$ cat src/shared/axis_defines.svh
`ifndef AXIS_DEFINES_SVH
`define AXIS_DEFINES_SVH

// register byte offsets
`define REG_ADDR_WORD 12'h000
`define REG_STATUS 12'h004
`define REG_CTRL 12'h008
`define REG_INT_STATUS 12'h00C
`define REG_INT_MASK 12'h010

// status register fields
`define ST_ADDR_LSB 0
`define ST_MODE_BIT 8
`define ST_LSS_BIT 9
`define ST_LED_LSB 16

// control register fields and reset value
`define CTRL_FLASH_EN_BIT 0
`define CTRL_LED_TEST_BIT 1
`define CTRL_RESET 2'h1

// interrupt event bits
`define EV_SEL_CHANGE 0
`define EV_DRIVE_ERR 1
`define EV_READY 2
`define EV_FB_ERR 3
`define EV_WIDTH 4

// decode constants
`define HIGH_FIELD_WEIGHT 64
`define MID_FIELD_WEIGHT 8
`define MODE_OFFSET 128
`define UNSET_ADDRESS 8'hFF

// timing
`define CLK_PERIOD_NS 20
`define TICK_PERIOD_NS 1000000
`define TICK_CYCLES (`TICK_PERIOD_NS / `CLK_PERIOD_NS)
`define FLASH_PERIOD_MS 1000
`define FLASH_HALF_TICKS (`FLASH_PERIOD_MS / 2)
`define ACT_BLANK_MS 50

`endif

$ cat src/shared/axis_pkg.sv
package axis_pkg;

  typedef logic [11:0] apb_addr_t;
  typedef logic [31:0] apb_data_t;

  typedef enum logic {
    MODE_CANOPEN,
    MODE_PROP_CAN
  } bus_mode_e;

  typedef enum logic [1:0] {
    RDY_INIT,
    RDY_ON,
    RDY_LSS_FLASH,
    RDY_FAULT
  } ready_state_e;

  typedef struct packed {
    logic [2:0] axis_sel_high;
    logic [2:0] axis_sel_mid;
    logic [2:0] axis_sel_low;
  } sel_fields_s;

  typedef struct packed {
    logic in_link_up;
    logic in_activity;
    logic out_link_up;
    logic out_activity;
    logic run_state;
    logic err_state;
  } fieldbus_stat_s;

endpackage : axis_pkg

$ cat src/design/sel_sync.sv
`timescale 1ns/1ps
`default_nettype none

module sel_sync (
  input wire logic clk, // system clock
  input wire logic rst, // synchronous reset
  input wire axis_pkg::sel_fields_s pins, // raw selection inputs
  output axis_pkg::sel_fields_s stable // filtered selection value
);
  import axis_pkg::*;

  sel_fields_s s1_r;
  sel_fields_s s2_r;
  sel_fields_s s3_r;

  always_ff @(posedge clk) begin
    if (rst) begin
      s1_r <= '0;
      s2_r <= '0;
      s3_r <= '0;
    end else begin
      s1_r <= pins;
      s2_r <= s1_r;
      s3_r <= s2_r;
    end
  end

  // a change counts once stages two and three agree
  always_ff @(posedge clk) begin
    if (rst) begin
      stable <= '0;
    end else if (s2_r == s3_r) begin
      stable <= s3_r;
    end
  end

endmodule : sel_sync

`default_nettype wire

$ cat src/design/axis_address_decode_status.sv
// Function
// middle high-field bit one selects proprietary CAN
// middle high-field bit zero selects CANopen
// top high-field bit ignored, taken as zero
// address uses bits 0 to 6, max 127
// CANopen address is 64*high+8*mid+low
// proprietary mode removes 128 from high contribution
// all fields zero: address 255, CANopen, LSS inactive
// LSS inactive flashes ready indicator, one-second period
// error output high while drive error present
// ready high after init, low on error
// input-port link and activity indicator
// output-port link and activity indicator
// separate fieldbus run and error indicators
// three 3-bit selection fields form address word
//
// Our own choices: the address map and the APB register port.
`include "axis_defines.svh"
`timescale 1ns/1ps
`default_nettype none

module axis_address_decode_status #(
  parameter int unsigned TICK_CYCLES = `TICK_CYCLES
) (
  input wire logic clk, // 50 MHz system clock
  input wire logic rst, // synchronous reset, active high
  input wire logic psel, // apb select
  input wire logic penable, // apb enable
  input wire logic pwrite, // apb direction
  input wire axis_pkg::apb_addr_t paddr, // apb byte address
  input wire axis_pkg::apb_data_t pwdata, // apb write data
  output axis_pkg::apb_data_t prdata, // apb read data
  output logic pready, // apb ready
  output logic pslverr, // apb error, unmapped address
  input wire axis_pkg::sel_fields_s sel_pins, // selection straps
  input wire logic init_done, // drive initialisation finished
  input wire logic drive_fault, // drive error condition
  input wire axis_pkg::fieldbus_stat_s fb_stat, // fieldbus stack status
  output logic [7:0] axis_address, // decoded axis address
  output logic proprietary_can_mode, // protocol mode select
  output logic lss_inactive, // default address state
  output logic drive_ready_out, // green ready indicator
  output logic drive_error_out, // red error indicator
  output logic fieldbus_in_link_act, // input-port link indicator
  output logic fieldbus_out_link_act, // output-port link indicator
  output logic fieldbus_run_out, // fieldbus run indicator
  output logic fieldbus_error_out, // fieldbus error indicator
  output logic irq // level interrupt
);
  import axis_pkg::*;

  localparam int unsigned HALF_TICKS = `FLASH_HALF_TICKS;
  localparam int unsigned BLANK_TICKS = `ACT_BLANK_MS;

  sel_fields_s sel_stable;
  logic [8:0] addr_word_r;
  logic addr_valid_r;
  logic [7:0] addr_nxt;
  bus_mode_e mode_nxt;
  logic lss_nxt;
  logic [1:0] ctrl_r;
  logic [`EV_WIDTH-1:0] int_status_r;
  logic [`EV_WIDTH-1:0] int_mask_r;
  logic [`EV_WIDTH-1:0] events;
  logic [15:0] tick_cnt_r;
  logic tick;
  logic [8:0] flash_cnt_r;
  logic flash_phase_r;
  logic [5:0] blank_in_r;
  logic [5:0] blank_out_r;
  ready_state_e rdy_state_r;
  logic ready_lvl;
  logic drive_fault_d_r;
  logic ready_d_r;
  logic fb_err_d_r;
  logic wr_en;
  logic [`EV_WIDTH-1:0] w1c;

  sel_sync u_sel_sync (
    .clk(clk),
    .rst(rst),
    .pins(sel_pins),
    .stable(sel_stable)
  );

  // blanking count for a link-activity indicator
  function automatic logic [5:0] blank_next(input logic [5:0] cnt, input logic link,
                                            input logic act, input logic tk);
    if (!link) begin
      blank_next = 6'h0;
    end else if (cnt == 6'h0) begin
      blank_next = act ? BLANK_TICKS[5:0] : 6'h0;
    end else if (tk) begin
      blank_next = cnt - 6'h1;
    end else begin
      blank_next = cnt;
    end
  endfunction : blank_next

  // address and mode decode
  always_comb begin
    logic [8:0] hi_term;
    hi_term = '0;
    addr_nxt = '0;
    mode_nxt = MODE_CANOPEN;
    lss_nxt = 1'b0;
    if (sel_stable == '0) begin
      addr_nxt = `UNSET_ADDRESS;
      mode_nxt = MODE_CANOPEN;
      lss_nxt = 1'b1;
    end else begin
      // top bit of the high field dropped
      hi_term = 9'(`HIGH_FIELD_WEIGHT * {1'b0, sel_stable.axis_sel_high[1:0]});
      if (sel_stable.axis_sel_high[1]) begin
        mode_nxt = MODE_PROP_CAN;
        hi_term = 9'(hi_term - 9'(`MODE_OFFSET));
      end else begin
        mode_nxt = MODE_CANOPEN;
      end
      addr_nxt = {1'b0, 7'(hi_term
                           + 9'(`MID_FIELD_WEIGHT * sel_stable.axis_sel_mid)
                           + 9'(sel_stable.axis_sel_low))};
    end
  end

  // decoded address, mode and raw word
  always_ff @(posedge clk) begin
    if (rst) begin
      addr_word_r <= '0;
      addr_valid_r <= 1'b0;
      axis_address <= `UNSET_ADDRESS;
      proprietary_can_mode <= 1'b0;
      lss_inactive <= 1'b1;
    end else begin
      addr_word_r <= {sel_stable.axis_sel_high, sel_stable.axis_sel_mid,
                      sel_stable.axis_sel_low};
      addr_valid_r <= 1'b1;
      axis_address <= addr_nxt;
      proprietary_can_mode <= (mode_nxt == MODE_PROP_CAN);
      lss_inactive <= lss_nxt;
    end
  end

  // millisecond enable
  assign tick = (tick_cnt_r == 16'(TICK_CYCLES - 1));

  always_ff @(posedge clk) begin
    if (rst || tick) begin
      tick_cnt_r <= '0;
    end else begin
      tick_cnt_r <= tick_cnt_r + 16'h1;
    end
  end

  // half-second flash phase
  always_ff @(posedge clk) begin
    if (rst) begin
      flash_cnt_r <= '0;
      flash_phase_r <= 1'b0;
    end else if (tick) begin
      if (flash_cnt_r == 9'(HALF_TICKS - 1)) begin
        flash_cnt_r <= '0;
        flash_phase_r <= ~flash_phase_r;
      end else begin
        flash_cnt_r <= flash_cnt_r + 9'h1;
      end
    end
  end

  // ready indicator state
  always_ff @(posedge clk) begin
    if (rst) begin
      rdy_state_r <= RDY_INIT;
    end else if (drive_fault) begin
      rdy_state_r <= RDY_FAULT;
    end else begin
      unique case (rdy_state_r)
        RDY_INIT, RDY_FAULT: begin
          if (init_done) begin
            rdy_state_r <= lss_inactive ? RDY_LSS_FLASH : RDY_ON;
          end
        end
        RDY_ON: begin
          if (lss_inactive) begin
            rdy_state_r <= RDY_LSS_FLASH;
          end
        end
        RDY_LSS_FLASH: begin
          if (!lss_inactive) begin
            rdy_state_r <= RDY_ON;
          end
        end
      endcase
    end
  end

  always_comb begin
    unique case (rdy_state_r)
      RDY_ON: ready_lvl = 1'b1;
      RDY_LSS_FLASH: ready_lvl = ctrl_r[`CTRL_FLASH_EN_BIT] ? flash_phase_r : 1'b1;
      RDY_INIT, RDY_FAULT: ready_lvl = 1'b0;
    endcase
  end

  // activity blanking
  always_ff @(posedge clk) begin
    if (rst) begin
      blank_in_r <= '0;
      blank_out_r <= '0;
    end else begin
      blank_in_r <= blank_next(blank_in_r, fb_stat.in_link_up, fb_stat.in_activity, tick);
      blank_out_r <= blank_next(blank_out_r, fb_stat.out_link_up, fb_stat.out_activity, tick);
    end
  end

  // indicator outputs
  always_ff @(posedge clk) begin
    if (rst) begin
      drive_ready_out <= 1'b0;
      drive_error_out <= 1'b0;
      fieldbus_in_link_act <= 1'b0;
      fieldbus_out_link_act <= 1'b0;
      fieldbus_run_out <= 1'b0;
      fieldbus_error_out <= 1'b0;
    end else if (ctrl_r[`CTRL_LED_TEST_BIT]) begin
      drive_ready_out <= 1'b1;
      drive_error_out <= 1'b1;
      fieldbus_in_link_act <= 1'b1;
      fieldbus_out_link_act <= 1'b1;
      fieldbus_run_out <= 1'b1;
      fieldbus_error_out <= 1'b1;
    end else begin
      drive_ready_out <= ready_lvl && !drive_fault;
      drive_error_out <= drive_fault;
      fieldbus_in_link_act <= fb_stat.in_link_up && (blank_in_r == 6'h0);
      fieldbus_out_link_act <= fb_stat.out_link_up && (blank_out_r == 6'h0);
      fieldbus_run_out <= fb_stat.run_state;
      fieldbus_error_out <= fb_stat.err_state;
    end
  end

  // event edges
  always_ff @(posedge clk) begin
    if (rst) begin
      drive_fault_d_r <= 1'b0;
      ready_d_r <= 1'b0;
      fb_err_d_r <= 1'b0;
    end else begin
      drive_fault_d_r <= drive_fault;
      ready_d_r <= (rdy_state_r == RDY_ON) || (rdy_state_r == RDY_LSS_FLASH);
      fb_err_d_r <= fb_stat.err_state;
    end
  end

  always_comb begin
    events = '0;
    events[`EV_SEL_CHANGE] = addr_valid_r && (addr_word_r != {sel_stable.axis_sel_high,
                             sel_stable.axis_sel_mid, sel_stable.axis_sel_low});
    events[`EV_DRIVE_ERR] = drive_fault && !drive_fault_d_r;
    events[`EV_READY] = !ready_d_r && ((rdy_state_r == RDY_ON) || (rdy_state_r == RDY_LSS_FLASH));
    events[`EV_FB_ERR] = fb_stat.err_state && !fb_err_d_r;
  end

  // apb slave, one wait-free access
  assign wr_en = psel && penable && pready && pwrite;
  assign w1c = (wr_en && paddr == `REG_INT_STATUS) ? pwdata[`EV_WIDTH-1:0] : '0;

  always_ff @(posedge clk) begin
    if (rst) begin
      ctrl_r <= `CTRL_RESET;
      int_mask_r <= '0;
    end else if (wr_en) begin
      if (paddr == `REG_CTRL) begin
        ctrl_r <= pwdata[1:0];
      end
      if (paddr == `REG_INT_MASK) begin
        int_mask_r <= pwdata[`EV_WIDTH-1:0];
      end
    end
  end

  // set wins over write-one-to-clear
  always_ff @(posedge clk) begin
    if (rst) begin
      int_status_r <= '0;
    end else begin
      int_status_r <= (int_status_r & ~w1c) | events;
    end
  end

  always_ff @(posedge clk) begin
    if (rst) begin
      irq <= 1'b0;
    end else begin
      irq <= |(int_status_r & int_mask_r);
    end
  end

  always_ff @(posedge clk) begin
    if (rst) begin
      pready <= 1'b0;
      pslverr <= 1'b0;
      prdata <= '0;
    end else if (psel && !penable) begin
      pready <= 1'b1;
      pslverr <= 1'b0;
      prdata <= '0;
      unique case (paddr)
        `REG_ADDR_WORD: prdata <= {23'h0, addr_word_r};
        `REG_STATUS: prdata <= {10'h0, fieldbus_error_out, fieldbus_run_out,
                                fieldbus_out_link_act, fieldbus_in_link_act,
                                drive_error_out, drive_ready_out, 6'h0, lss_inactive,
                                proprietary_can_mode, axis_address};
        `REG_CTRL: prdata <= {30'h0, ctrl_r};
        `REG_INT_STATUS: prdata <= {28'h0, int_status_r};
        `REG_INT_MASK: prdata <= {28'h0, int_mask_r};
        default: pslverr <= 1'b1;
      endcase
    end else begin
      pready <= 1'b0;
      pslverr <= 1'b0;
    end
  end

endmodule : axis_address_decode_status

`default_nettype wire

$ cat config.mk
export PLATFORM = sky130hd
export DESIGN_NAME = axis_address_decode_status
export DESIGN_NICKNAME = d
export VERILOG_FILES = /design/src/shared/axis_pkg.sv /design/src/design/sel_sync.sv /design/src/design/axis_address_decode_status.sv
export VERILOG_INCLUDE_DIRS = /design/src /design/src/shared
export SDC_FILE = /design/constraint.sdc
export NUM_CORES = 1
export LEC_CHECK = 0
export BUFFER_PORTS_ARGS = -buffer_cell sky130_fd_sc_hd__buf_2
export CORE_UTILIZATION = 54
export CTS_CLUSTER_DIAMETER = 80
export DETAILED_ROUTE_END_ITERATION = 8
export PLACE_DENSITY = 0.81
export SLEW_MARGIN = 40
export SYNTH_ARGS = -nofsm -noshare
export SYNTH_HDL_FRONTEND = slang
export SYNTH_SLANG_ARGS = --single-unit
$ cat constraint.sdc
create_clock -name clk -period 2.95 [get_ports clk]
set_input_delay 0.885 -clock clk [delete_from_list [all_inputs] [get_ports clk]]
set_output_delay 0.885 -clock clk [all_outputs]
set_load 0.005 [all_outputs]
### After elaboration in Yosys (flattened, before gate mapping)

Index checks and enable logic that the tools add are counted.

* register bits after elaboration: 150
* output and inout port bits: 51
* logic and storage cells: 137

* $add $sub $neg: 7
* equal/unequal tests: 14
* multiplexer cells: 31
* bitwise logic cells: 8
* reductions and logical operators: 37

Operators by type and width (count)
* $pmux W22 S5: 1
* $mux W6: 6
* $eq A12 B4 Y1 const B: 2
* $add A16 B1 Y16 const B: 1
* $eq A16 B16 Y1 const B: 1
* $mux W7: 2
* $eq A12 B3 Y1 const B: 1
* $eq A12 B5 Y1 const B: 1
* $logic_and A1 B1 Y1: 12
* $logic_not A12 Y1: 1
* $logic_not A6 Y1: 2
* $mux W1: 12
* $sub A6 B1 Y6 const B: 2
* $mux W2: 5
* $reduce_or A2 Y1: 5
* $add A9 B1 Y9 const B: 1
* $eq A9 B9 Y1: 1
* $eq A9 B9 Y1 const B: 1
* $logic_not A9 Y1: 1
* $mux W9: 1
* $ne A3 B3 Y1 const B: 3
* $ne A9 B9 Y1: 1
* $and A4 B4 Y4: 2
* $mux W8: 1
* 19 further kinds: 31

### Longest topological paths before layout

Gate-level depths: netlist of the first run.

* depth after elaboration: 8
* mapped depth: 8

### Cells and area by module

Synthesis of the first run repeated with hierarchy kept, for this count alone.

* cell total of the unflattened synthesis: 600
* area, all modules: 5572.8 um^2

By module, submodules not included
* axis_address_decode_status: instances 1, cells an instance 493, area each 4356.7 um^2
* sel_sync: instances 1, cells an instance 107, area each 1216.2 um^2

### Worst setup path before layout of the first run

No wires, ideal clock.

* path kind: in2reg
* start point: input port paddr[10]
* end point: register prdata[5]
* arrival: 2.339 ns
* data required time: 2.891 ns
* path slack: 0.552 ns
* cell stages on the path: 7
* path buffers: 2
* cell sequence: nor4_1 and4b_1 clkbuf_1 nand2_1 nor3b_1 buf_2 a221o_1

* word-level cells in the longest chain between the ends: 2
* elaborated cells on any way between the ends: 6
* those cells by class: 4 x eq/ne; 1 x mux; 1 x reduce/logical

RTL lines
* start, declared: RTL line axis_address_decode_status.sv:30 `input wire axis_pkg::apb_addr_t paddr,`
* $eq A12 B5 Y1, or another cell as far along: RTL line axis_address_decode_status.sv:308 `unique case (paddr)`
* $pmux W22 S5 (*): RTL line axis_address_decode_status.sv:308
* end signal, assigned: RTL line axis_address_decode_status.sv:309 `` `REG_ADDR_WORD: prdata <= {23'h0, addr_word_r}; ``
* end signal, assigned: RTL line axis_address_decode_status.sv:310 `` `REG_STATUS: prdata <= {10'h0, fieldbus_error_out, fieldbus_run_out, ``
* end signal, assigned: RTL line axis_address_decode_status.sv:314 `` `REG_CTRL: prdata <= {30'h0, ctrl_r}; ``
* end, declared: RTL line axis_address_decode_status.sv:32 `output axis_pkg::apb_data_t prdata,`

Every way passes the cells marked *; elsewhere a longest branch is shown, timed or not.
A chain may end at the register's enable or synchronous reset.

### Final worst setup path of the first run

* start point: register tick_cnt_r[4]
* end point: register tick_cnt_r[7]

* word-level cells in the longest chain between the ends: 2
* elaborated cells on any way between the ends: 3
* those cells by class: 1 x add/sub; 1 x eq/ne; 1 x reduce/logical

RTL lines
* start, declared: RTL line axis_address_decode_status.sv:65 `logic [15:0] tick_cnt_r;`
* start signal, assigned: RTL line axis_address_decode_status.sv:151 `tick_cnt_r <= tick_cnt_r + 16'h1;`
* parallel branches: the longest is 2 deep, another holds $add A16 B1 Y16

Parallel ways; which one is timed is not known.

==> metrics.csv, run 1 <==
metric,value,unit
status,completed,
synth_common_cells,"dfxtp_1 (133), nor2_1 (60), nor2b_1 (41)",
cpPeakStageDelay,0.70,ns
postRouteAntennaNets,0,
place_area,5740,um2
grt_usage,22.5,%
clk_path_buf_depth,2,
crit_slowest_cell,or4_4,
synth_area_per_cell,9.75,um2
grt_overflow,0,
root_buffer,clkbuf_8,
fp.dieArea,10300,um2
skew,0.00922,ns
power.total,0.00410,W
end_kind,flop,
path_class,flop to flop,
die_width,101,um
drt-initial-drc-count,128,
crit_family,simple AND/OR/NAND/NOR gates,
post-route-util,66.9,%
synth_edf_count,0,
cts-resized-gates,0,
cts_sinks,133,
dr.pass1.iters,4,
setup_viol,0,
ir_worst_vdd,0.409,mV
crit_required,3.34,ns
tns,0,ns
vias_per_cell,5.35,
drive_above_1_share,19.2,%
postSynth.asyncResetShare,0,%
post-cts-setup-buffers,0,
nets,697,
synth.yosys.seq_area_share,49.9,%
min_path_type,flop to flop,
start_util,56.6,%
stdcell_area,6300,um2
vias,4095,
grt_pass1_vias,3849,
worst-path-buf-inv,0,
yosys-top-cells-area,"dfxtp_1 (50%), nor2b_1 (4.8%), nor2_1 (4.2%)",
io_buffers,72,
drc,0,
clock_latency,0.53,ns
worst_slew_pin_slew,0.624,ns
final_hold_viol_count,0,
yosysWarnings,0,
synth_ff_type,dfxtp_1,
fin_crit,2.30,ns
yosys.area.top_type,dfxtp_1,
clk_pin_slew_worst_paths,0.06,ns
htree_levels,4,
cts_buffers,17,
nFillCells,713,
ys_ff_latch,133,
antenna_found_initial,0,
post-route-period-util,77.9,%
synth_top_area_share,49.9,%
syn_area,5330,um2
cts_tree,done,
crit_fanout,21,
maxSlewHeadroom,58.2,%
synthMostInstantiatedCell,dfxtp_1,
die_h,101,um
syn_to_final_growth,18.2,%
grt_max_degree,55,
cp_cell_sequence,or4b_4 -> or4_4 -> nand2_1 -> nor2_1,
netlist_instances,547,
place_hpwl,7.28,mm
routed_wl,10.8,mm
io_pins,117,
post_drt_wl_per_cell,14.1,um
crit_arrival,2.69,ns
ys_types,56,
rsz0062_at_grt,false,
gp_congestion,0.841,
hold_buffers,0,
maxCapViolations,0,
diodes,0,
core_area,9420,um2
core.rowCount,35,
whs,0.433,ns
cellPowerDensity,651,nW/um2
total_leakage_power,2.63,nW
max_freq,435,MHz
grt_first_pass_wirelength,17.8,mm
finalMaxSlewViolations,0,
start_kind,flop,
==> logic make-up (layout without fill, tap and decap cells) <==
family	Yosys count	count (layout)	synth area share [%]
AND/OR/NAND/NOR	213	213	21.8
flip-flops	133	133	49.9
AO/OA/AOI/OAI	78	78	9.93
buffers and inverters	51	125	5.02
XOR/XNOR	40	40	6.57
multiplexers	23	23	4.79
adder cells (fa/ha/maj)	8	8	1.88
other	1	16	0.0703
==> stage by stage <==
step	instances	setup WS, ns
6_report	765	0.652
5_1_grt	765	0.526
3_3_place_gp	733	0.422
3_5_place_dp	733	0.336
2_1_floorplan	562	0.552
4_1_cts	765	0.640
==> flip-flops by register name, summed over array words and instances, names as in the netlist, 8 cells and up <==
| signal | count |
|---|---|
| prdata | 16 |
| u_sel_sync.s1_r | 9 |
| u_sel_sync.s2_r | 9 |
| u_sel_sync.s3_r | 9 |
| u_sel_sync.stable | 9 |
| flash_cnt_r | 9 |
| tick_cnt_r | 16 |
| addr_word_r | 9 |
| axis_address | 8 |
==> path summary, 6_finish.rpt <==
path,cells past startpoint,to,slack [ns],startpoint
setup / recovery,4,tick_cnt_r[7],0.65,tick_cnt_r[4]
hold / removal,1,u_sel_sync.s2_r[7],0.43,u_sel_sync.s1_r[7]
setup reg to reg,4,tick_cnt_r[7],0.65,tick_cnt_r[4]
hold reg to reg,1,u_sel_sync.s2_r[7],0.43,u_sel_sync.s1_r[7]
==> cell usage in the layout (no fill, tap or decap), drive strengths merged, types with 3 or more instances in the layout <==
master / n
dfxtp: 133
buf: 78
nor2: 60
nor2b: 41
nand2: 25
a21oi: 24
mux2i: 21
xnor2: 21
xor2: 19
clkbuf: 19
inv: 18
conb: 16
o21ai: 15
nand3: 14
nor3: 13
nand2b: 11
and3: 11
a22o: 9
nand4: 8
ha: 8
nor4: 8
clkinvlp: 5
a221o: 4
or3: 4
nand3b: 4
clkinv: 4
a32o: 3
a31oi: 3
a311oi: 3
==> power breakdown <==
group	internal, W	leakage, nW	total [W]	switching [W]
sequential	0.00186	1.08	0.00189	0.0000381
clock	0.00115	0.257	0.00196	0.000810
combinational	0.000115	1.29	0.000253	0.000138
==> metal layers <==
layer  vias up  GRT usage (%)  part of all wire [%]
li1       2027              -                     -
met1      1897           26.4                    43
met2       148           38.0                    49
met3        23           6.76                   6.1
met4         0           10.1                   2.3
met5         -              0                     0
==> final cells by class <==
type / instances / area, um2 / share of cell area, %
Sequential cell: 133 / 2660 / 42.3
Multi-Input combinational cell: 378 / 2460 / 39.0
Clock buffer: 19 / 432 / 6.85
Timing Repair Buffer: 78 / 405 / 6.43
Tap cell: 129 / 161 / 2.56
Clock inverter: 13 / 125 / 1.99
Inverter: 15 / 56.3 / 0.894
(Power assumes the default switching activity.)
==> run 2, diff against run 1 <==
Settings changed: ABC_AREA set to 1, CORE_UTILIZATION 54 to 49, PLACE_DENSITY 0.81 to 0.77.
Clock period 2.95 ns to 1.93 ns, I/O delays scaled along.
==> run 2 against run 1 <==
Clock-buffer cell count decreased by 1. Highest routed layer is now met5. Routed wire length is 8.0% higher. Critical endpoint is now flash_cnt_r[4]. Worst hold slack got worse by 0.076 ns.
==> metrics.csv, run 2 <==
metric,value,unit
power.clock.fraction,45.4,%
p_sw_share,26.7,%
io_pins,117,
cp_common_cell,inv_1,
netlist_instances,773,
drive_above_1_share,15.9,%
synth_common_cells,"nand2_1 (136), dfxtp_1 (133), inv_1 (107)",
crit_family,simple AND/OR/NAND/NOR gates,
synth_compound_area_share,10.6,%
cts_tree,done,
htree_levels,4,
cpPeakStageDelay,0.40,ns
r2r_start,flash_cnt_r[0],
ir_worst_vdd,0.602,mV
clock_latency,0.42,ns
ys_ff_latch,133,
min_path_type,input pin to flop,
hold_depth,3,
drc,0,
total_leakage_power,3.04,nW
yosys-top-cells-area,"dfxtp_1 (46%), nand2_1 (8.9%), inv_1 (7.0%)",
synth.yosys.seq_area_share,46.4,%
fin_crit,1.65,ns
cts_buffers,17,
grt_first_pass_wirelength,18.7,mm
nets,929,
rsz0062_at_grt,false,
muxShareOfSynthArea,0,%
crit_arrival,1.95,ns
place_hpwl,8.22,mm
crit_fanout,9,
vias_per_cell,4.83,
core.rowCount,39,
drt-initial-drc-count,256,
cts-resized-gates,0,
power_switching,0.00190,W
wl_met1,5.49,mm
synth_top_family_by_area,simple AND/OR/NAND/NOR gates,
root_buffer,clkbuf_16,
skew,0.00495,ns
die_h,110,um
die_width,110,um
dr.pass1.iters,6,
yosys.area.top_type,dfxtp_1,
hold_path_end,u_sel_sync.s1_r[6],
cellPowerDensity,1040,nW/um2
yosys.area_share.simple,26.6,%
maxCapViolations,0,
syn_area,5740,um2
cts_sinks,133,
gp_congestion,0.838,
setup_viol,0,
synth-adder-area-share,1.74,%
synth_ff_type,dfxtp_1,
grt_overflow,0,
grt_max_degree,38,
reg2reg_slack,0.28,ns
grt_usage,20.0,%
end_kind,flop,
synthMostInstantiatedCell,nand2_1,
crit_slowest_cell,dfxtp_1,
routed_wl,11.7,mm
postSynth.asyncResetShare,0,%
ys_types,41,
nFillCells,986,
final_cell_mix,"nand2_1 (136), dfxtp_1 (133), inv_1 (107)",
post-route-util,59.9,%
status,completed,
finalMaxSlewViolations,0,
path_class,flop to flop,
p_int,0.00523,W
hold_start,sel_pins[6],
final_common_cell,nand2_1,
cp_cell_sequence,ha_1 -> inv_1 -> nor3_1 -> nand3_2 -> inv_1 -> nor3_2 -> a21oi_1 -> nor2_2,
start_kind,flop,
crit_required,2.23,ns
clk_pin_slew_worst_paths,0.06,ns
yosys.area_share.xor_xnor,2.90,%
post-cts-setup-buffers,0,
top_layer,met5,
postRouteAntennaNets,0,
post_drt_wl_per_cell,11.6,um
met3_length,659,um
combPwrFrac,11.9,%
ff2ff_path_depth,8,
tns,0,ns
antenna_found_initial,1,
post-route-period-util,85.4,%
io_buffers,72,
fp.dieArea,12200,um2
p_seq_share,42.7,%
reg_top3,"prdata: 16 flops, tick_cnt_r: 16 flops",
syn_to_final_growth,19.1,%
yosysWarnings,0,
rr_endpoint,flash_cnt_r[4],
start_util,50.3,%
grt_pass1_vias,4104,
diodes,0,
clk_path_buf_depth,2,
synth_edf_count,0,
vias,4880,
core_area,11400,um2
hold_buffers,0,
max_freq,607,MHz
met2_length,5.27,mm
worst-path-buf-inv,2,
synth_area_per_cell,7.43,um2
final_hold_viol_count,0,
synth_top_area_share,46.4,%
[run 2: power groups by stage]
stage / registers [W] / logic [W] / clock network, W
finish: 0.00305 / 0.000846 / 0.00324
global route: 0.00307 / 0.000989 / 0.00342
CTS: 0.00305 / 0.000852 / 0.00328
detailed placement: 0.00311 / 0.000837 / 0
global placement: 0.00310 / 0.000823 / 0
floorplan: 0.00308 / 0.000633 / 0
[run 2: worst max-delay path by stage]
stage | from | endpoint | slack [ns] | cells past startpoint
finish | flash_cnt_r[0] | flash_cnt_r[4] | 0.28 | 8
CTS | axis_address[7] | axis_address[7] | 0.27 | 1
global route | tick_cnt_r[0] | blank_out_r[5] | 0.10 | 11
global placement | paddr[1] | prdata[4] | 0.04 | 8
detailed placement | paddr[7] | int_status_r[2] | 0.009 | 9
floorplan | paddr[1] | int_status_r[2] | 0.37 | 8
[run 2: logic make-up after synthesis]
logic type | Yosys count
other cells | 1
simple gates | 345
fa+ha+maj | 8
xor+xnor | 19
buf+inv | 151
flops | 133
compound gates | 116
[run 2: metal layers]
layer / global-route usage (%) / up-vias
met4: 9.68 / 2
li1: - / 2608
met2: 31.4 / 131
met1: 25.5 / 2115
met5: 0 / -
met3: 5.35 / 24
[run 2: worst reg2reg max path, cell delays in order (launching register included)]
cell and delay [ns]:
dfxtp_1 0.40, ha_1 0.26, inv_1 0.08, nor3_1 0.20
nand3_2 0.22, inv_1 0.15, nor3_2 0.04, a21oi_1 0.14
nor2_2 0.04
[run 2: per-stage QoR]
step	hold WS (ns)	total power, W	cells	instance area, um2	setup slack (ns)
CTS	0.345	0.00718	1011	6840	0.273
finish	0.357	0.00713	1011	6840	0.283
global route	0.364	0.00748	1011	6840	0.104
global placement	0.390	0.00392	979	6240	0.0368
floorplan	0.388	0.00371	788	5800	0.367
detailed placement	0.392	0.00394	979	6240	0.00860
[run 2: area by class of cell]
type / count / area [um2] / share of cell area [%]
Clock buffer: 18 / 439 / 6.42
Clock inverter: 14 / 164 / 2.40
Inverter: 112 / 422 / 6.16
Multi-Input combinational cell: 504 / 2460 / 36.0
Sequential cell: 133 / 2660 / 38.9
Tap cell: 143 / 179 / 2.62
Timing Repair Buffer: 87 / 510 / 7.46
==> run 3, diff against run 2 <==
Settings changed: CORE_UTILIZATION 49 to 50, PLACE_DENSITY 0.77 to 0.87, SYNTH_HIERARCHICAL set to 1.
==> run 3 against run 2 <==
The flow now finishes with violations (DRC). Utilization increased by 1.2 points. Sequential cell count unchanged. Synthesized cell count increased by 3.5%. Critical path depth increased by 2. Non-clock buffer count decreased by 6. Critical endpoint is now blank_out_r[2]. Largest cell class is now multi-input combinational cells.
==> metrics.csv, run 3 <==
metric,value,unit
status,"complete, but fails checks",
violations,DRC,
io_pins,117,
worst-path-buf-inv,2,
yosys-top-cells-area,"dfxtp_1 (45%), nand2_1 (8.8%), inv_1 (7.2%)",
grt_usage,22.0,%
crit_arrival,2.05,ns
setup_viol,0,
total_leakage_power,3.16,nW
postRouteAntennaNets,0,
cp_common_cell,nand2_2,
yosysWarnings,6,
final_hold_viol_count,0,
start_util,51.9,%
yosys.area.top_type,dfxtp_1,
io_buffers,72,
ir_worst_vdd,0.787,mV
cpPeakStageDelay,0.36,ns
min_path_type,input pin to flop,
hold_buffers,0,
crit_required,2.28,ns
grt_first_pass_wirelength,21.9,mm
cts_tree,done,
ys_ff_latch,133,
nets,955,
netlist_instances,800,
diodes,0,
tns,0,ns
drt-initial-drc-count,454,
core_area,11500,um2
start_kind,flop,
syn_to_final_growth,17.7,%
synth_common_cells,"nand2_1 (140), dfxtp_1 (133), inv_1 (115)",
skew,0.0120,ns
postSynth.asyncResetShare,0,%
antenna_found_initial,0,
synth_area_per_cell,7.47,um2
clock_latency,0.42,ns
post-place-ws,0.134,ns
cts-resized-gates,0,
synth_top_area_share,44.5,%
cp_cell_sequence,ha_1 -> nand2_2 -> inv_2 -> nand2_2 -> nor2_2 -> nand3_2 -> buf_4 -> o21ai_2 -> nand2_1 -> nor2_1,
p_sw_share,25.1,%
vias_per_cell,5.04,
synth.yosys.seq_area_share,44.5,%
worstSetupStartpoint,tick_cnt_r[0],
fin_crit,1.70,ns
p_int,0.00532,W
place_hpwl,8.65,mm
synth_ff_type,dfxtp_1,
post-route-period-util,88.0,%
dr.pass1.iters,8,
rsz0062_at_grt,false,
p_seq_share,43.0,%
finalMaxSlewViolations,0,
combPwrFrac,11.8,%
grt_overflow,0,
ys_types,43,
power_switching,0.00179,W
regArea,2660,um2
cts_buffers,17,
multi_input_area,2690,um2
post-cts-setup-buffers,0,
gp_congestion,0.912,
clk_pin_slew_worst_paths,0.06,ns
drc,24,
grt_pass1_vias,4991,
ff2ff_path_depth,10,
reg_top3,"prdata: 16 flops, tick_cnt_r: 16 flops",
hold_path_end,u_sel_sync/s1_r[7],
cellPowerDensity,1010,nW/um2
synth_edf_count,0,
fp.dieArea,12400,um2
end_kind,flop,
core.rowCount,39,
rr_endpoint,blank_out_r[2],
max_freq,589,MHz
maxCapViolations,0,
power.clock.fraction,45.2,%
cts_sinks,133,
vias,5231,
nFillCells,935,
post_drt_wl_per_cell,12.4,um
root_buffer,clkbuf_16,
crit_family,simple AND/OR/NAND/NOR gates,
setup_ws,0.231,ns
hold_start,sel_pins[7],
r2r_start,tick_cnt_r[0],
die_width,111,um
drive_above_1_share,18.2,%
path_class,flop to flop,
routed_wl,12.9,mm
syn_area,5980,um2
clk_path_buf_depth,2,
crit_fanout,10,
htree_levels,4,
crit_slowest_cell,dfxtp_1,
synthMostInstantiatedCell,nand2_1,
final_common_cell,nand2_1,
reg2reg_slack,0.23,ns
hold_depth,3,
die_h,111,um
final_cell_mix,"nand2_1 (140), dfxtp_1 (133), inv_1 (115)",
grt_max_degree,61,
## run 3: cell types whose count changed in the layout (fill, tap and decap cells not counted), sizes merged, moves of 5 or more
cell	delta
buf	-6
nand3	+10
nor2	+15
inv	+5
nand2	+12
clkbuf	+7
a21oi	-11
## run 3: worst max path at each step
stage | endpoint | slack [ns] | depth (start not counted)
after floorplan | ctrl_r[1] | 0.41 | 7
after global placement | prdata[7] | 0.17 | 8
after detailed placement | prdata[7] | 0.13 | 8
after CTS | blank_out_r[2] | 0.23 | 10
after global routing | blank_out_r[5] | 0.06 | 10
final | blank_out_r[2] | 0.23 | 10
## run 3: cells by family (layout without fill, tap and decap cells)
logic type,Yosys count,count (layout),synth area share (%)
other cells,1,16,0.0627
compound gates,103,103,9.54
xor+xnor,21,21,3.08
buf+inv,160,239,11.5
fa+ha+maj,8,8,1.67
flops,133,133,44.5
simple gates,374,374,29.6
## run 3: stage by stage
stage / cells / util (%) / power [W] / cell area [um2] / hold WS, ns
2_1_floorplan: 815 / - / 0.00369 / 6040 / 0.388
3_3_place_gp: 1005 / 55.9 / 0.00391 / 6440 / 0.391
3_5_place_dp: 1005 / 55.9 / 0.00394 / 6440 / 0.392
4_1_cts: 1037 / 61.1 / 0.00713 / 7040 / 0.355
5_1_grt: 1037 / 61.1 / 0.00740 / 7040 / 0.364
6_report: 1037 / 61.1 / 0.00711 / 7040 / 0.364
## run 3: final cells by class
type / count / share of cell area, %
clock buffers: 25 / 7.18
clock inverters: 7 / 1.33
multi-input cells: 522 / 38.1
flip-flops and latches: 133 / 37.8
inverters: 126 / 6.72
repair buffers: 81 / 6.26
well taps: 143 / 2.54
## run 3: per-layer routing
| metal | GRT usage (%) | share of wire, % |
|---|---|---|
| met1 | 25.8 | 44 |
| met2 | 36.2 | 45 |
| met3 | 5.55 | 6.4 |
| met4 | 13.5 | 4.7 |
| met5 | 0 | 0 |
## run 3: power by group through the flow
stage	Sequential [W]	Clock (W)	Combinational, W
5_1_grt	0.00308	0.00335	0.000970
4_1_cts	0.00306	0.00324	0.000839
6_report	0.00306	0.00321	0.000839
2_1_floorplan	0.00308	0	0.000603
3_3_place_gp	0.00311	0	0.000800
3_5_place_dp	0.00311	0	0.000824
## run 3: worst min-delay path: stages
cell	delay, ns
buf_2	0.07
inv_1	0.03
nor2_1	0.06
